## config.mk

```make
export PLATFORM = sky130hd
export DESIGN_NAME = rtc_ctrl_sync
export DESIGN_NICKNAME = d
export VERILOG_FILES = /design/src/rtc_pkg.sv /design/src/rtc_ctrl_sync.sv
export SDC_FILE = /design/constraint.sdc
export NUM_CORES = 1
export LEC_CHECK = 0
export BUFFER_PORTS_ARGS = -buffer_cell sky130_fd_sc_hd__buf_2
export CAP_MARGIN = 40
export CELL_PAD_IN_SITES_DETAIL_PLACEMENT = 1
export CELL_PAD_IN_SITES_GLOBAL_PLACEMENT = 1
export CORE_MARGIN = 2
export CORE_UTILIZATION = 37
export DETAILED_ROUTE_END_ITERATION = 12
export GPL_TIMING_DRIVEN = 0
export PLACE_DENSITY = 0.85
export REMOVE_ABC_BUFFERS = 1
export SKIP_CTS_REPAIR_TIMING = 1
export SLEW_MARGIN = 40
export SYNTH_ARGS = -nofsm -noshare
export SYNTH_HDL_FRONTEND = slang
export SYNTH_SLANG_ARGS = --single-unit
export TNS_END_PERCENT = 100
```

## constraint.sdc

```tcl
create_clock -name sys_clk_i -period 4.85 [get_ports sys_clk_i]
set_input_delay 0.7275 -clock sys_clk_i [delete_from_list [all_inputs] [get_ports sys_clk_i]]
set_output_delay 0.7275 -clock sys_clk_i [all_outputs]
set_load 0.01 [all_outputs]
```

## src/rtc_pkg.sv

```systemverilog
package rtc_pkg;

  // ----------------------------------------------------------------
  // Register indices (byte address is four times the index)
  // ----------------------------------------------------------------
  localparam logic [5:0] IDX_CTRL = 6'h00;
  localparam logic [5:0] IDX_READ_SYNC = 6'h02;
  localparam logic [5:0] IDX_EVENT_OUTPUT_CONTROL = 6'h04;
  localparam logic [5:0] IDX_STATUS = 6'h0a;
  localparam logic [5:0] IDX_COUNT = 6'h10;

  // ----------------------------------------------------------------
  // Field positions
  // ----------------------------------------------------------------
  localparam int CTRL_SOFT_RESET_TRIGGER = 0;
  localparam int CTRL_ENABLE = 1;
  localparam int CTRL_MODE_LO = 2;
  localparam int CTRL_HOUR = 6;
  localparam int CTRL_COM = 7;
  localparam int CTRL_PRESC_LO = 8;
  localparam int RS_READ_SYNC_REQUEST_BIT = 15;
  localparam int RS_READ_SYNC_CONTINUOUS = 14;
  localparam int EV_OVF = 15;
  localparam int EV_CMP_LO = 8;
  localparam int ST_BUSY = 7;

  // ----------------------------------------------------------------
  // Reset values and limits
  // ----------------------------------------------------------------
  localparam logic [15:0] READ_SYNC_RESET = 16'h0010;
  localparam logic [5:0] READ_SYNC_TARGET = 6'h10;
  localparam logic [15:0] EVENT_OUTPUT_CONTROL_RESET = 16'h0000;
  localparam logic [3:0] PRESC_MAX = 4'ha;
  localparam int PRESC_W = 10;

  // Operating modes.
  typedef enum logic [1:0] {
    RTC_MODE_WIDE = 2'h0,
    RTC_MODE_NARROW = 2'h1,
    RTC_MODE_CAL = 2'h2,
    RTC_MODE_RSVD = 2'h3
  } rtc_mode_t;

  // Control fields that steer the counter datapath.
  typedef struct packed {
    logic [3:0] prescaler;
    logic clear_on_match;
    logic hour_format_select;
    rtc_mode_t mode;
    logic enable;
  } rtc_ctrl_t;

  // Matches and updates reported by the counter datapath.
  typedef struct packed {
    logic overflow;
    logic [1:0] compare;
    logic [7:0] periodic;
    logic update;
  } rtc_match_t;

  // Gated event outputs.
  typedef struct packed {
    logic overflow;
    logic [1:0] compare;
    logic alarm;
    logic [7:0] periodic;
  } rtc_event_t;

endpackage

```

## src/rtc_ctrl_sync.sv

```systemverilog
// Register access over APB was decided locally.
`timescale 1ns/1ps

import rtc_pkg::*;

module rtc_ctrl_sync (
  input wire logic sys_clk_i, // System clock, 10 MHz.
  input wire logic rst_i, // Asynchronous reset, active high.
  input wire logic psel_i, // APB select.
  input wire logic penable_i, // APB enable.
  input wire logic pwrite_i, // APB direction, high for write.
  input wire logic [7:0] paddr_i, // APB byte address.
  input wire logic [31:0] pwdata_i, // APB write data.
  output logic [31:0] prdata_o, // APB read data.
  output logic pready_o, // APB ready.
  output logic pslverr_o, // APB error on unmapped address.
  input wire logic source_clock_in_i, // Source clock pin, sampled.
  input wire rtc_pkg::rtc_match_t match_i, // Datapath matches.
  input wire logic [31:0] count_value_i, // Live counter or clock value.
  output logic counter_tick_clock_o, // One-cycle counter tick enable.
  output rtc_pkg::rtc_ctrl_t ctrl_o, // Control fields to datapath.
  output logic count_clear_o, // Clear counter on match.
  output logic count_wr_o, // Software write to counter register.
  output logic [31:0] count_wdata_o, // Data of that write.
  output rtc_pkg::rtc_event_t event_o // Gated event pulses.
);
  import rtc_pkg::*;

  // ----------------------------------------------------------------
  // Decode helpers
  // ----------------------------------------------------------------

  // Writable bits of the event control register for a mode.
  function automatic logic [15:0] ev_mask(input rtc_mode_t m);
    logic [15:0] k;
    k = 16'h80ff;
    if (m == RTC_MODE_NARROW) begin
      k[EV_CMP_LO+1] = 1'b1;
    end
    k[EV_CMP_LO] = 1'b1;
    return k;
  endfunction

  // Low-bit mask of the prescaler counter for a code.
  function automatic logic [PRESC_W-1:0] div_mask(input logic [3:0] p);
    logic [3:0] c;
    logic [PRESC_W:0] one;
    c = (p > PRESC_MAX) ? PRESC_MAX : p;
    one = (PRESC_W+1)'(1) << c;
    return PRESC_W'(one - (PRESC_W+1)'(1));
  endfunction

  // ----------------------------------------------------------------
  // Bus side
  // ----------------------------------------------------------------
  logic pready_q;
  logic [5:0] idx;
  logic hit;
  logic wr;
  logic bus_w1;
  logic srst_now;
  rtc_ctrl_t ctrl_q;
  logic soft_reset_trigger_q;
  logic [15:0] ev_q;
  logic read_sync_request_bit_q;
  logic read_sync_continuous_q;
  logic pend_en_q;
  logic busy;
  logic [31:0] sync_value_q;
  logic [15:0] rd_ctrl;
  logic [15:0] rd_rs;

  assign idx = paddr_i[7:2];
  assign hit = (paddr_i[1:0] == 2'h0) &&
               (idx == IDX_CTRL || idx == IDX_READ_SYNC || idx == IDX_EVENT_OUTPUT_CONTROL ||
                idx == IDX_STATUS || idx == IDX_COUNT);
  assign wr = psel_i && penable_i && pready_q && pwrite_i && hit;
  assign bus_w1 = wr && (idx == IDX_CTRL);
  assign srst_now = bus_w1 && pwdata_i[CTRL_SOFT_RESET_TRIGGER];
  assign busy = soft_reset_trigger_q | pend_en_q | read_sync_request_bit_q;

  // One wait state: ready rises on the second access cycle.
  always_ff @(posedge sys_clk_i or posedge rst_i) begin
    if (rst_i) begin
      pready_q <= 1'b0;
      pslverr_o <= 1'b0;
    end else begin
      pready_q <= psel_i && penable_i && !pready_q;
      pslverr_o <= psel_i && penable_i && !pready_q && !hit;
    end
  end
  assign pready_o = pready_q;

  // Read data views; reserved bits are zero.
  always_comb begin
    rd_ctrl = 16'h0000;
    rd_ctrl[CTRL_PRESC_LO +: 4] = ctrl_q.prescaler;
    rd_ctrl[CTRL_COM] = ctrl_q.clear_on_match;
    rd_ctrl[CTRL_HOUR] = ctrl_q.hour_format_select;
    rd_ctrl[CTRL_MODE_LO +: 2] = ctrl_q.mode;
    rd_ctrl[CTRL_ENABLE] = ctrl_q.enable;
    rd_ctrl[CTRL_SOFT_RESET_TRIGGER] = soft_reset_trigger_q;
    rd_rs = 16'h0000;
    rd_rs[RS_READ_SYNC_CONTINUOUS] = read_sync_continuous_q;
    rd_rs[5:0] = READ_SYNC_TARGET;
  end

  // Read data register, loaded in the first access cycle.
  // reserved zero
  always_ff @(posedge sys_clk_i or posedge rst_i) begin
    if (rst_i) begin
      prdata_o <= 32'h0000_0000;
    end else if (psel_i && penable_i && !pready_q && !pwrite_i) begin
      case (idx)
        IDX_CTRL: prdata_o <= {16'h0000, rd_ctrl};
        IDX_READ_SYNC: prdata_o <= {16'h0000, rd_rs};
        IDX_EVENT_OUTPUT_CONTROL: prdata_o <= {16'h0000, ev_q};
        IDX_STATUS: prdata_o <= {24'h00_0000, busy, 7'h00};
        IDX_COUNT: prdata_o <= sync_value_q;
        default: prdata_o <= 32'h0000_0000;
      endcase
    end
  end

  // ----------------------------------------------------------------
  // Source clock sampling and prescaler
  // ----------------------------------------------------------------
  logic [2:0] src_q;
  logic src_lvl_q;
  logic src_edge;
  logic [PRESC_W-1:0] pcnt_q;
  logic tick;

  // Three-stage sampler; a level counts once stages two and three agree.
  always_ff @(posedge sys_clk_i or posedge rst_i) begin
    if (rst_i) begin
      src_q <= 3'h0;
      src_lvl_q <= 1'b0;
    end else begin
      src_q <= {src_q[1:0], source_clock_in_i};
      if (src_q[1] == src_q[2]) begin
        src_lvl_q <= src_q[2];
      end
    end
  end
  assign src_edge = (src_q[1] == src_q[2]) && src_q[2] && !src_lvl_q;

  assign tick = src_edge && ((pcnt_q & div_mask(ctrl_q.prescaler)) ==
                             div_mask(ctrl_q.prescaler));

  // Free-running prescaler count on source edges.
  always_ff @(posedge sys_clk_i or posedge rst_i) begin
    if (rst_i) begin
      pcnt_q <= '0;
      counter_tick_clock_o <= 1'b0;
    end else begin
      if (src_edge) begin
        pcnt_q <= pcnt_q + PRESC_W'(1);
      end
      counter_tick_clock_o <= tick;
    end
  end

  // ----------------------------------------------------------------
  // Control register
  // ----------------------------------------------------------------
  always_ff @(posedge sys_clk_i or posedge rst_i) begin
    if (rst_i) begin
      ctrl_q <= '0;
    end else if (srst_now) begin
      ctrl_q <= '0;
    end else if (bus_w1) begin
      ctrl_q.prescaler <= pwdata_i[CTRL_PRESC_LO +: 4];
      ctrl_q.mode <= rtc_mode_t'(pwdata_i[CTRL_MODE_LO +: 2]);
      ctrl_q.enable <= pwdata_i[CTRL_ENABLE];
      if (!ctrl_q.enable) begin
        ctrl_q.clear_on_match <= pwdata_i[CTRL_COM];
        ctrl_q.hour_format_select <= pwdata_i[CTRL_HOUR];
      end
    end
  end

  // Soft reset flag, held until the counter domain has taken it.
  // clears with busy
  always_ff @(posedge sys_clk_i or posedge rst_i) begin
    if (rst_i) begin
      soft_reset_trigger_q <= 1'b0;
    end else if (srst_now) begin
      soft_reset_trigger_q <= 1'b1;
    end else if (tick) begin
      soft_reset_trigger_q <= 1'b0;
    end
  end

  // Pending enable change; a new write wins over the acknowledge.
  // handshake on tick
  always_ff @(posedge sys_clk_i or posedge rst_i) begin
    if (rst_i) begin
      pend_en_q <= 1'b0;
    end else if (bus_w1 && !srst_now) begin
      pend_en_q <= 1'b1;
    end else if (tick || srst_now) begin
      pend_en_q <= 1'b0;
    end
  end

  // ----------------------------------------------------------------
  // Event control register
  // ----------------------------------------------------------------
  always_ff @(posedge sys_clk_i or posedge rst_i) begin
    if (rst_i) begin
      ev_q <= EVENT_OUTPUT_CONTROL_RESET;
    end else if (srst_now) begin
      ev_q <= EVENT_OUTPUT_CONTROL_RESET;
    end else if (wr && idx == IDX_EVENT_OUTPUT_CONTROL) begin
      ev_q <= pwdata_i[15:0] & ev_mask(ctrl_q.mode);
    end
  end

  // ----------------------------------------------------------------
  // Read synchronisation
  // ----------------------------------------------------------------

  // Continuous bit, cleared by a counter write or a zero write.
  always_ff @(posedge sys_clk_i or posedge rst_i) begin
    if (rst_i) begin
      read_sync_continuous_q <= READ_SYNC_RESET[RS_READ_SYNC_CONTINUOUS];
    end else if (srst_now) begin
      read_sync_continuous_q <= READ_SYNC_RESET[RS_READ_SYNC_CONTINUOUS];
    end else if (wr && idx == IDX_COUNT) begin
      read_sync_continuous_q <= 1'b0;
    end else if (wr && idx == IDX_READ_SYNC) begin
      read_sync_continuous_q <= pwdata_i[RS_READ_SYNC_CONTINUOUS];
    end
  end

  // Request flag; set wins over the acknowledge of the previous one.
  always_ff @(posedge sys_clk_i or posedge rst_i) begin
    if (rst_i) begin
      read_sync_request_bit_q <= READ_SYNC_RESET[RS_READ_SYNC_REQUEST_BIT];
    end else if (srst_now) begin
      read_sync_request_bit_q <= READ_SYNC_RESET[RS_READ_SYNC_REQUEST_BIT];
    end else if (wr && idx == IDX_READ_SYNC && pwdata_i[RS_READ_SYNC_REQUEST_BIT]) begin
      read_sync_request_bit_q <= 1'b1;
    end else if (tick && !read_sync_continuous_q) begin
      read_sync_request_bit_q <= 1'b0;
    end
  end

  // Value capture on the counter tick while a request is pending, or on each datapath update in continuous mode.
  always_ff @(posedge sys_clk_i or posedge rst_i) begin
    if (rst_i) begin
      sync_value_q <= 32'h0000_0000;
    end else if (tick && read_sync_request_bit_q && !read_sync_continuous_q) begin
      sync_value_q <= count_value_i;
    end else if (read_sync_continuous_q && match_i.update) begin
      sync_value_q <= count_value_i;
    end
  end

  // Counter write forwarded to the datapath.
  always_ff @(posedge sys_clk_i or posedge rst_i) begin
    if (rst_i) begin
      count_wr_o <= 1'b0;
      count_wdata_o <= 32'h0000_0000;
    end else begin
      count_wr_o <= wr && idx == IDX_COUNT;
      if (wr && idx == IDX_COUNT) begin
        count_wdata_o <= pwdata_i;
      end
    end
  end

  // ----------------------------------------------------------------
  // Counter-domain control outputs
  // ----------------------------------------------------------------

  // Enable follows on the tick; soft reset disables at once.
  always_ff @(posedge sys_clk_i or posedge rst_i) begin
    if (rst_i) begin
      ctrl_o <= '0;
    end else begin
      ctrl_o.prescaler <= ctrl_q.prescaler;
      ctrl_o.mode <= ctrl_q.mode;
      ctrl_o.clear_on_match <= ctrl_q.clear_on_match;
      ctrl_o.hour_format_select <= ctrl_q.hour_format_select &&
                                   ctrl_q.mode == RTC_MODE_CAL;
      if (srst_now || soft_reset_trigger_q) begin
        ctrl_o.enable <= 1'b0;
      end else if (tick) begin
        ctrl_o.enable <= ctrl_q.enable;
      end
    end
  end

  // Clear on match in the wide counter and calendar modes.
  always_ff @(posedge sys_clk_i or posedge rst_i) begin
    if (rst_i) begin
      count_clear_o <= 1'b0;
    end else begin
      count_clear_o <= ctrl_q.clear_on_match && match_i.compare[0] &&
                       (ctrl_q.mode == RTC_MODE_WIDE || ctrl_q.mode == RTC_MODE_CAL);
    end
  end

  // ----------------------------------------------------------------
  // Event outputs
  // ----------------------------------------------------------------
  always_ff @(posedge sys_clk_i or posedge rst_i) begin
    if (rst_i) begin
      event_o <= '0;
    end else begin
      event_o.overflow <= match_i.overflow && ev_q[EV_OVF];
      event_o.periodic <= match_i.periodic & ev_q[7:0];
      case (ctrl_q.mode)
        RTC_MODE_WIDE: begin
          event_o.compare <= {1'b0, match_i.compare[0] & ev_q[EV_CMP_LO]};
          event_o.alarm <= 1'b0;
        end
        RTC_MODE_NARROW: begin
          event_o.compare <= match_i.compare & ev_q[EV_CMP_LO +: 2];
          event_o.alarm <= 1'b0;
        end
        RTC_MODE_CAL: begin
          event_o.compare <= 2'h0;
          event_o.alarm <= match_i.compare[0] && ev_q[EV_CMP_LO];
        end
        default: begin
          event_o.compare <= 2'h0;
          event_o.alarm <= 1'b0;
        end
      endcase
    end
  end

endmodule

```

## Yosys cells after proc, flatten, opt, wreduce, memory -nomap -nowiden

Index checks and enable logic that the tools add are counted.

| cells by class | value |
|---|---|
| bitwise operators | 7 |
| $add $sub $neg | 2 |
| reduce and logical (&&, ||, !) cells | 52 |
| muxes and demuxes | 25 |
| $lt $le $gt $ge | 1 |
| equality and inequality tests | 9 |
| shifts and indexed selects | 1 |

Operators with widths:

| kind | number |
|---|---|
| case mux 32 bit (5 select lines) | 1 |
| 2-to-1 mux 32 bit | 2 |
| 2-to-1 mux 16 bit | 2 |
| logical AND 1 bit | 27 |
| 2-to-1 mux 9 bit | 2 |
| AND 16 bit | 1 |
| 2-to-1 mux 1 bit | 15 |
| nonzero test 2 bit | 6 |
| adder 10 x 1 -> 10 bit (second input constant) | 1 |
| AND 10 bit | 1 |
| == test 10 bit | 1 |
| << shifter 1 x 4 -> 10 bit (first input constant) | 1 |
| subtractor 10 x 1 -> 10 bit (second input constant) | 1 |
| case mux 3 bit (3 select lines) | 1 |
| AND 8 bit | 1 |
| logical OR 1 bit | 7 |
| == test 6 x 2 -> 1 bit (second input constant) | 1 |
| == test 6 x 3 -> 1 bit (second input constant) | 1 |
| == test 6 x 4 -> 1 bit (second input constant) | 1 |
| == test 6 x 5 -> 1 bit (second input constant) | 1 |
| zero test 1 bit | 6 |
| zero test 6 bit | 1 |
| nonzero test 3 bit | 2 |
| > comparator 4 bit (second input constant) | 1 |
| 11 further kinds | 13 |

| storage, ports and cells | value |
|---|---|
| input bits | 90 |
| register bits | 165 |
| output and inout bits | 90 |
| logic and storage cells | 127 |

## Logic depth before layout (Yosys ltp)

| depth | value |
|---|---|
| depth in word-level cells | 13 |
| depth in mapped cells | 10 |
| gate-level depth less buffers | 8 |

## Worst setup path after synthesis

No wires, ideal clock.

| timing path | value |
|---|---|
| kind | reg2reg |
| start | register ctrl_q[5] (netlist name) |
| end | register sync_value_q[0] |
| required time | 4,725 ps |
| path buffers | 2 |
| data arrival time | 2,812 ps |
| period minus slack after synthesis | 2,937 ps |
| setup time | 125 ps |
| cell stages (with the launch flop) | 11 |
| slack | 1,913 ps |
| cells stage by stage | dfrtp_1 buf_6 nor4_4 inv_1 ha_1 or2_2 o2111ai_1 or4b_4 o41ai_4 buf_6 mux2_4 |

| between the ends | value |
|---|---|
| cells in the longest elaborated chain, start to end | 10 |
| elaborated cells on any way between the ends | 11 |
| those cells by class | 1 x add/sub; 1 x order compare; 1 x eq/ne; 1 x shift; 2 x mux; 1 x bitwise; 4 x reduce/logical |

Ends and longest elaborated chain:

| what | RTL line | text |
|---|---|---|
| start: declaration | rtc_ctrl_sync.sv:62 | `rtc_ctrl_t ctrl_q;` |
| > comparator 4 bit | rtc_ctrl_sync.sv:48 | `c = (p > PRESC_MAX) ? PRESC_MAX : p;` |
| 2-to-1 mux 4 bit * | rtc_ctrl_sync.sv:48 |  |
| << shifter 1 x 4 -> 10 bit * | rtc_ctrl_sync.sv:49 | `one = (PRESC_W+1)'(1) << c;` |
| subtractor 10 x 1 -> 10 bit * | rtc_ctrl_sync.sv:50 | `return PRESC_W'(one - (PRESC_W+1)'(1));` |
| AND 10 bit | rtc_ctrl_sync.sv:148 | `assign tick = src_edge && ((pcnt_q & div_mask(ctrl_q.prescaler)) ==` |
| == test 10 bit * | rtc_ctrl_sync.sv:148 |  |
| logical AND 1 bit * | rtc_ctrl_sync.sv:148 |  |
| logical AND 1 bit * (2 in series) | rtc_ctrl_sync.sv:254 | `end else if (tick && read_sync_request_bit_q && !read_sync_continuous_q) begin` |
| 2-to-1 mux 32 bit or nonzero test 2 bit (tied branches) | n/a |  |
| end signal: assignment | rtc_ctrl_sync.sv:255 | `sync_value_q <= count_value_i;` |
| end signal: assignment | rtc_ctrl_sync.sv:257 | `sync_value_q <= count_value_i;` |
| end: declaration | rtc_ctrl_sync.sv:69 | `logic [31:0] sync_value_q;` |

Mark *: on every way between the ends. The rest lies on a longest branch, timed or not.
A chain may end at the register's enable or synchronous reset.

## Worst setup path after layout

| timing path | value |
|---|---|
| start | register ctrl_q[6] (netlist name) |
| end | register sync_value_q[12] |

Same word-level chain as after synthesis.

==> results.md <==
- Critical path endpoint category: flop
- IO Count: 180
- Root Buffer: clkbuf_16
- Synth async-reset ratio: between 90% and 100%
- Vias per cell: 5.15
- Worst VDD drop: between 0.0002 and 0.00025 V
- Final Skew: 0.00942 ns
- Largest net degree at the start of global routing: 77
- #FFs+latches synth: between 150 and 200
- Clock buffer count from CTS: 17
- # rows: around 50
- Wire length of the first global-routing pass: a little under 30000 µm
- Worst r2r dst: sync_value_q[12]
- Startpoint types: flop
- Vias in the first global route: approximately 5300
- Average size of a mapped cell: approximately 13 µm²
- Required time worst endpoint: a little over 5 ns
- Synth Area in Compound Gates: under 10%
- CTS tree: yes
- R2R Setup Slk: 1.01 ns
- Reg clk slew, reported paths: 0.06 ns
- CP startpoint: ctrl_q[6]
- Synth Warn #: 0
- Period utilization: 79.2%
- Place WS: between 1 and 1.5 ns
- Max Cap Viol: 0
- Post-route setup slack: about 1 ns
- Reg2Reg Depth: 12
- H-tree levels: 4
- WS Path Type: reg -> reg
- Multi-input logic area: 2520 µm²
- GRT Util Overall: 19.9%
- Post-synth EDFFs: 0
- Non-Filler Instances: just under 1000
- Largest family of logic cells by synthesized area: multiplexers
- Mux contribution to synthesized area: 15.8%
- Leakage dissipation: approximately 4.4 nW
- RD Place Congestion: between 0.7 and 0.8
- Via Count: just under 5000
- RSZ-0062 raised after global routing: false
- RR Startpoint: ctrl_q[6]
- Cell Area, Synth: between 6000 and 7000 µm²
- Clk sinks: 160
- Die W: 138 µm
- Outcome: finished, final reports clean
- Post-route ant nets: 0
- Cells after Synth: between 500 and 600
- Antenna violations before repair: 1
- Max Freq: roughly 260 MHz
- Hold WC Path Type: in -> async
- Max clock buf depth: 2
- Unique masters post-synth: 54
- # fillers: between 1500 and 2000
- Initial core utilization: a little under two fifths
- Most common cell after layout, fill and taps aside: buf_2
- Max-slew violations: 0
- Drt pass-1 iters: 4
- Setup tns final: 0 ns
- Core ar.: 17800 µm²
- Post-Synth XOR/XNOR Area: under 10%
- Share of cells above drive strength 1: between 40% and 50%
- Min Tclk post-route: 3.84 ns
- Most frequent cells in the layout: buf_2 (184), dfrtp_1 (160), nand2_1 (65), mux2_2 (42), nor2_1 (39)
- Drt total wl: between 15000 and 20000 µm
- Grt ovf: 0
- Main flop type after synthesis: dfrtp_1
- Final Util: around 48%
- Hold Vio Cnt, Final: 0
- Detailed Place HPWL: approximately 13000 µm
- Rel. slew slack: ~50%
- Crit path to: sync_value_q[12]
- Iteration-0 DRC Markers: between 200 and 300
- Pwr/cell area: 363 nW/µm²
- Layout area overhead: 28.3%
- CP Max Fanout: 13
- Die Footprint: 19100 µm²
- Placed cells: just over 900
- Wire per inst: 19.3 µm
- Clock latency on the worst-skew pair: 0.42 ns
- Register area: between 4000 and 5000 µm²
- Post-Synth Simple-Gate Area: 14.5%
- Die height: approximately 140 µm
- Final Setup Violations: 0
- Sequential share of the synthesized area: 60.1%
- Worst-Margin Slew: roughly 0.74 ns
- Buffers on Ports: around 180
- DR DRC count: 0
- Worst EP arrival: between 4 and 5 ns
- Final #Nets: 811
- Adder-cell share of the synthesized area: less than 1%
## stage by stage
stage	cell area (µm²)	hold WS (ns)	total power, W
2_1_floorplan	6510	0.331	0.00159
3_3_place_gp	7690	0.332	0.00169
3_5_place_dp	7930	0.344	0.00172
4_1_cts	8540	0.188	0.00314
5_1_grt	8540	0.192	0.00323
6_report	8550	0.199	0.00310
## area by class of cell
cell class | count | area share, %
flip-flops and latches | 160 | 46.8
repair buffers | 198 | 12.8
inverters | 6 | 0.351
diodes | 1 | 0.0293
clock inverters | 9 | 1.83
clock buffers | 23 | 5.36
well taps | 229 | 3.35
multi-input cells | 335 | 29.5
## worst max-delay path: stages, from the launching register on
cell	delay, ns
dfrtp_1	0.56
nor4_4	0.35
inv_1	0.08
ha_1	0.27
or2_2	0.09
o2111ai_1	0.14
or4b_4	0.63
o41ai_4	0.55
buf_6	0.23
buf_6	0.16
buf_6	0.14
buf_4	0.19
mux2_4	0.31
## power by group
part / total [W] / internal (W) / switching, W
Sequential: 0.00145 / 0.00139 / 0.0000527
Clock: 0.00142 / 0.000877 / 0.000540
Combinational: 0.000242 / 0.000113 / 0.000130
Total: 0.00310 / 0.00238 / 0.000722
## cells by family (layout without fill, tap and decap cells)
kind of cell,after synthesis,after routing
flops,160,160
mux,85,85
compound gates,46,46
other cells,0,1
buf+inv,36,236
simple gates,192,192
xor+xnor,9,9
fa+ha+maj,3,3
## synth_stat cells (7+ instances only)
| master | number | area (µm²) |
|---|---|---|
| nand2_1 | 65 | 244 |
| mux2_4 | 30 | 450 |
| a221oi_1 | 11 | 96.3 |
| mux2i_1 | 13 | 130 |
| o21ai_0 | 14 | 70.1 |
| nand3_1 | 21 | 105 |
| nand3b_1 | 7 | 52.6 |
| mux2_2 | 42 | 473 |
| clkbuf_1 | 18 | 67.6 |
| and2_1 | 11 | 68.8 |
| nor3_1 | 7 | 35.0 |
| nor2_1 | 41 | 154 |
| dfrtp_1 | 160 | 4000 |
| xnor2_1 | 7 | 61.3 |
## state kept, by name (all words and copies together) (netlist names)
name	cells
count_clear_o	1
count_wdata_o	32
count_wr_o	1
counter_tick_clock_o	1
ctrl_o	9
ctrl_q	9
ev_q	11
event_o	12
pcnt_q	10
pend_en_q	1
prdata_o	32
pready_o	1
pslverr_o	1
read_sync_continuous_q	1
read_sync_request_bit_q	1
soft_reset_trigger_q	1
src_lvl_q	1
src_q	3
sync_value_q	32
## metal layers
layer	vias up	share of wire [%]	track usage, %
met2	159	49	33.6
met4	0	1.6	6.07
li1	2227	-	-
met5	-	0	0
met1	2541	42	24.8
met3	20	6.7	5.92
## worst min path at each step
stage               depth (start not counted)     start  slack (ns)               end
floorplan                                   0  src_q[0]        0.33          src_q[1]
global placement                            0  src_q[0]        0.33          src_q[1]
detailed placement                          0  src_q[0]        0.34          src_q[1]
CTS                                         2     rst_i        0.19  sync_value_q[31]
global route                                2     rst_i        0.19         pslverr_o
finish                                      2     rst_i        0.20         pslverr_o
Note: power is estimated with default switching activity, not from simulation.
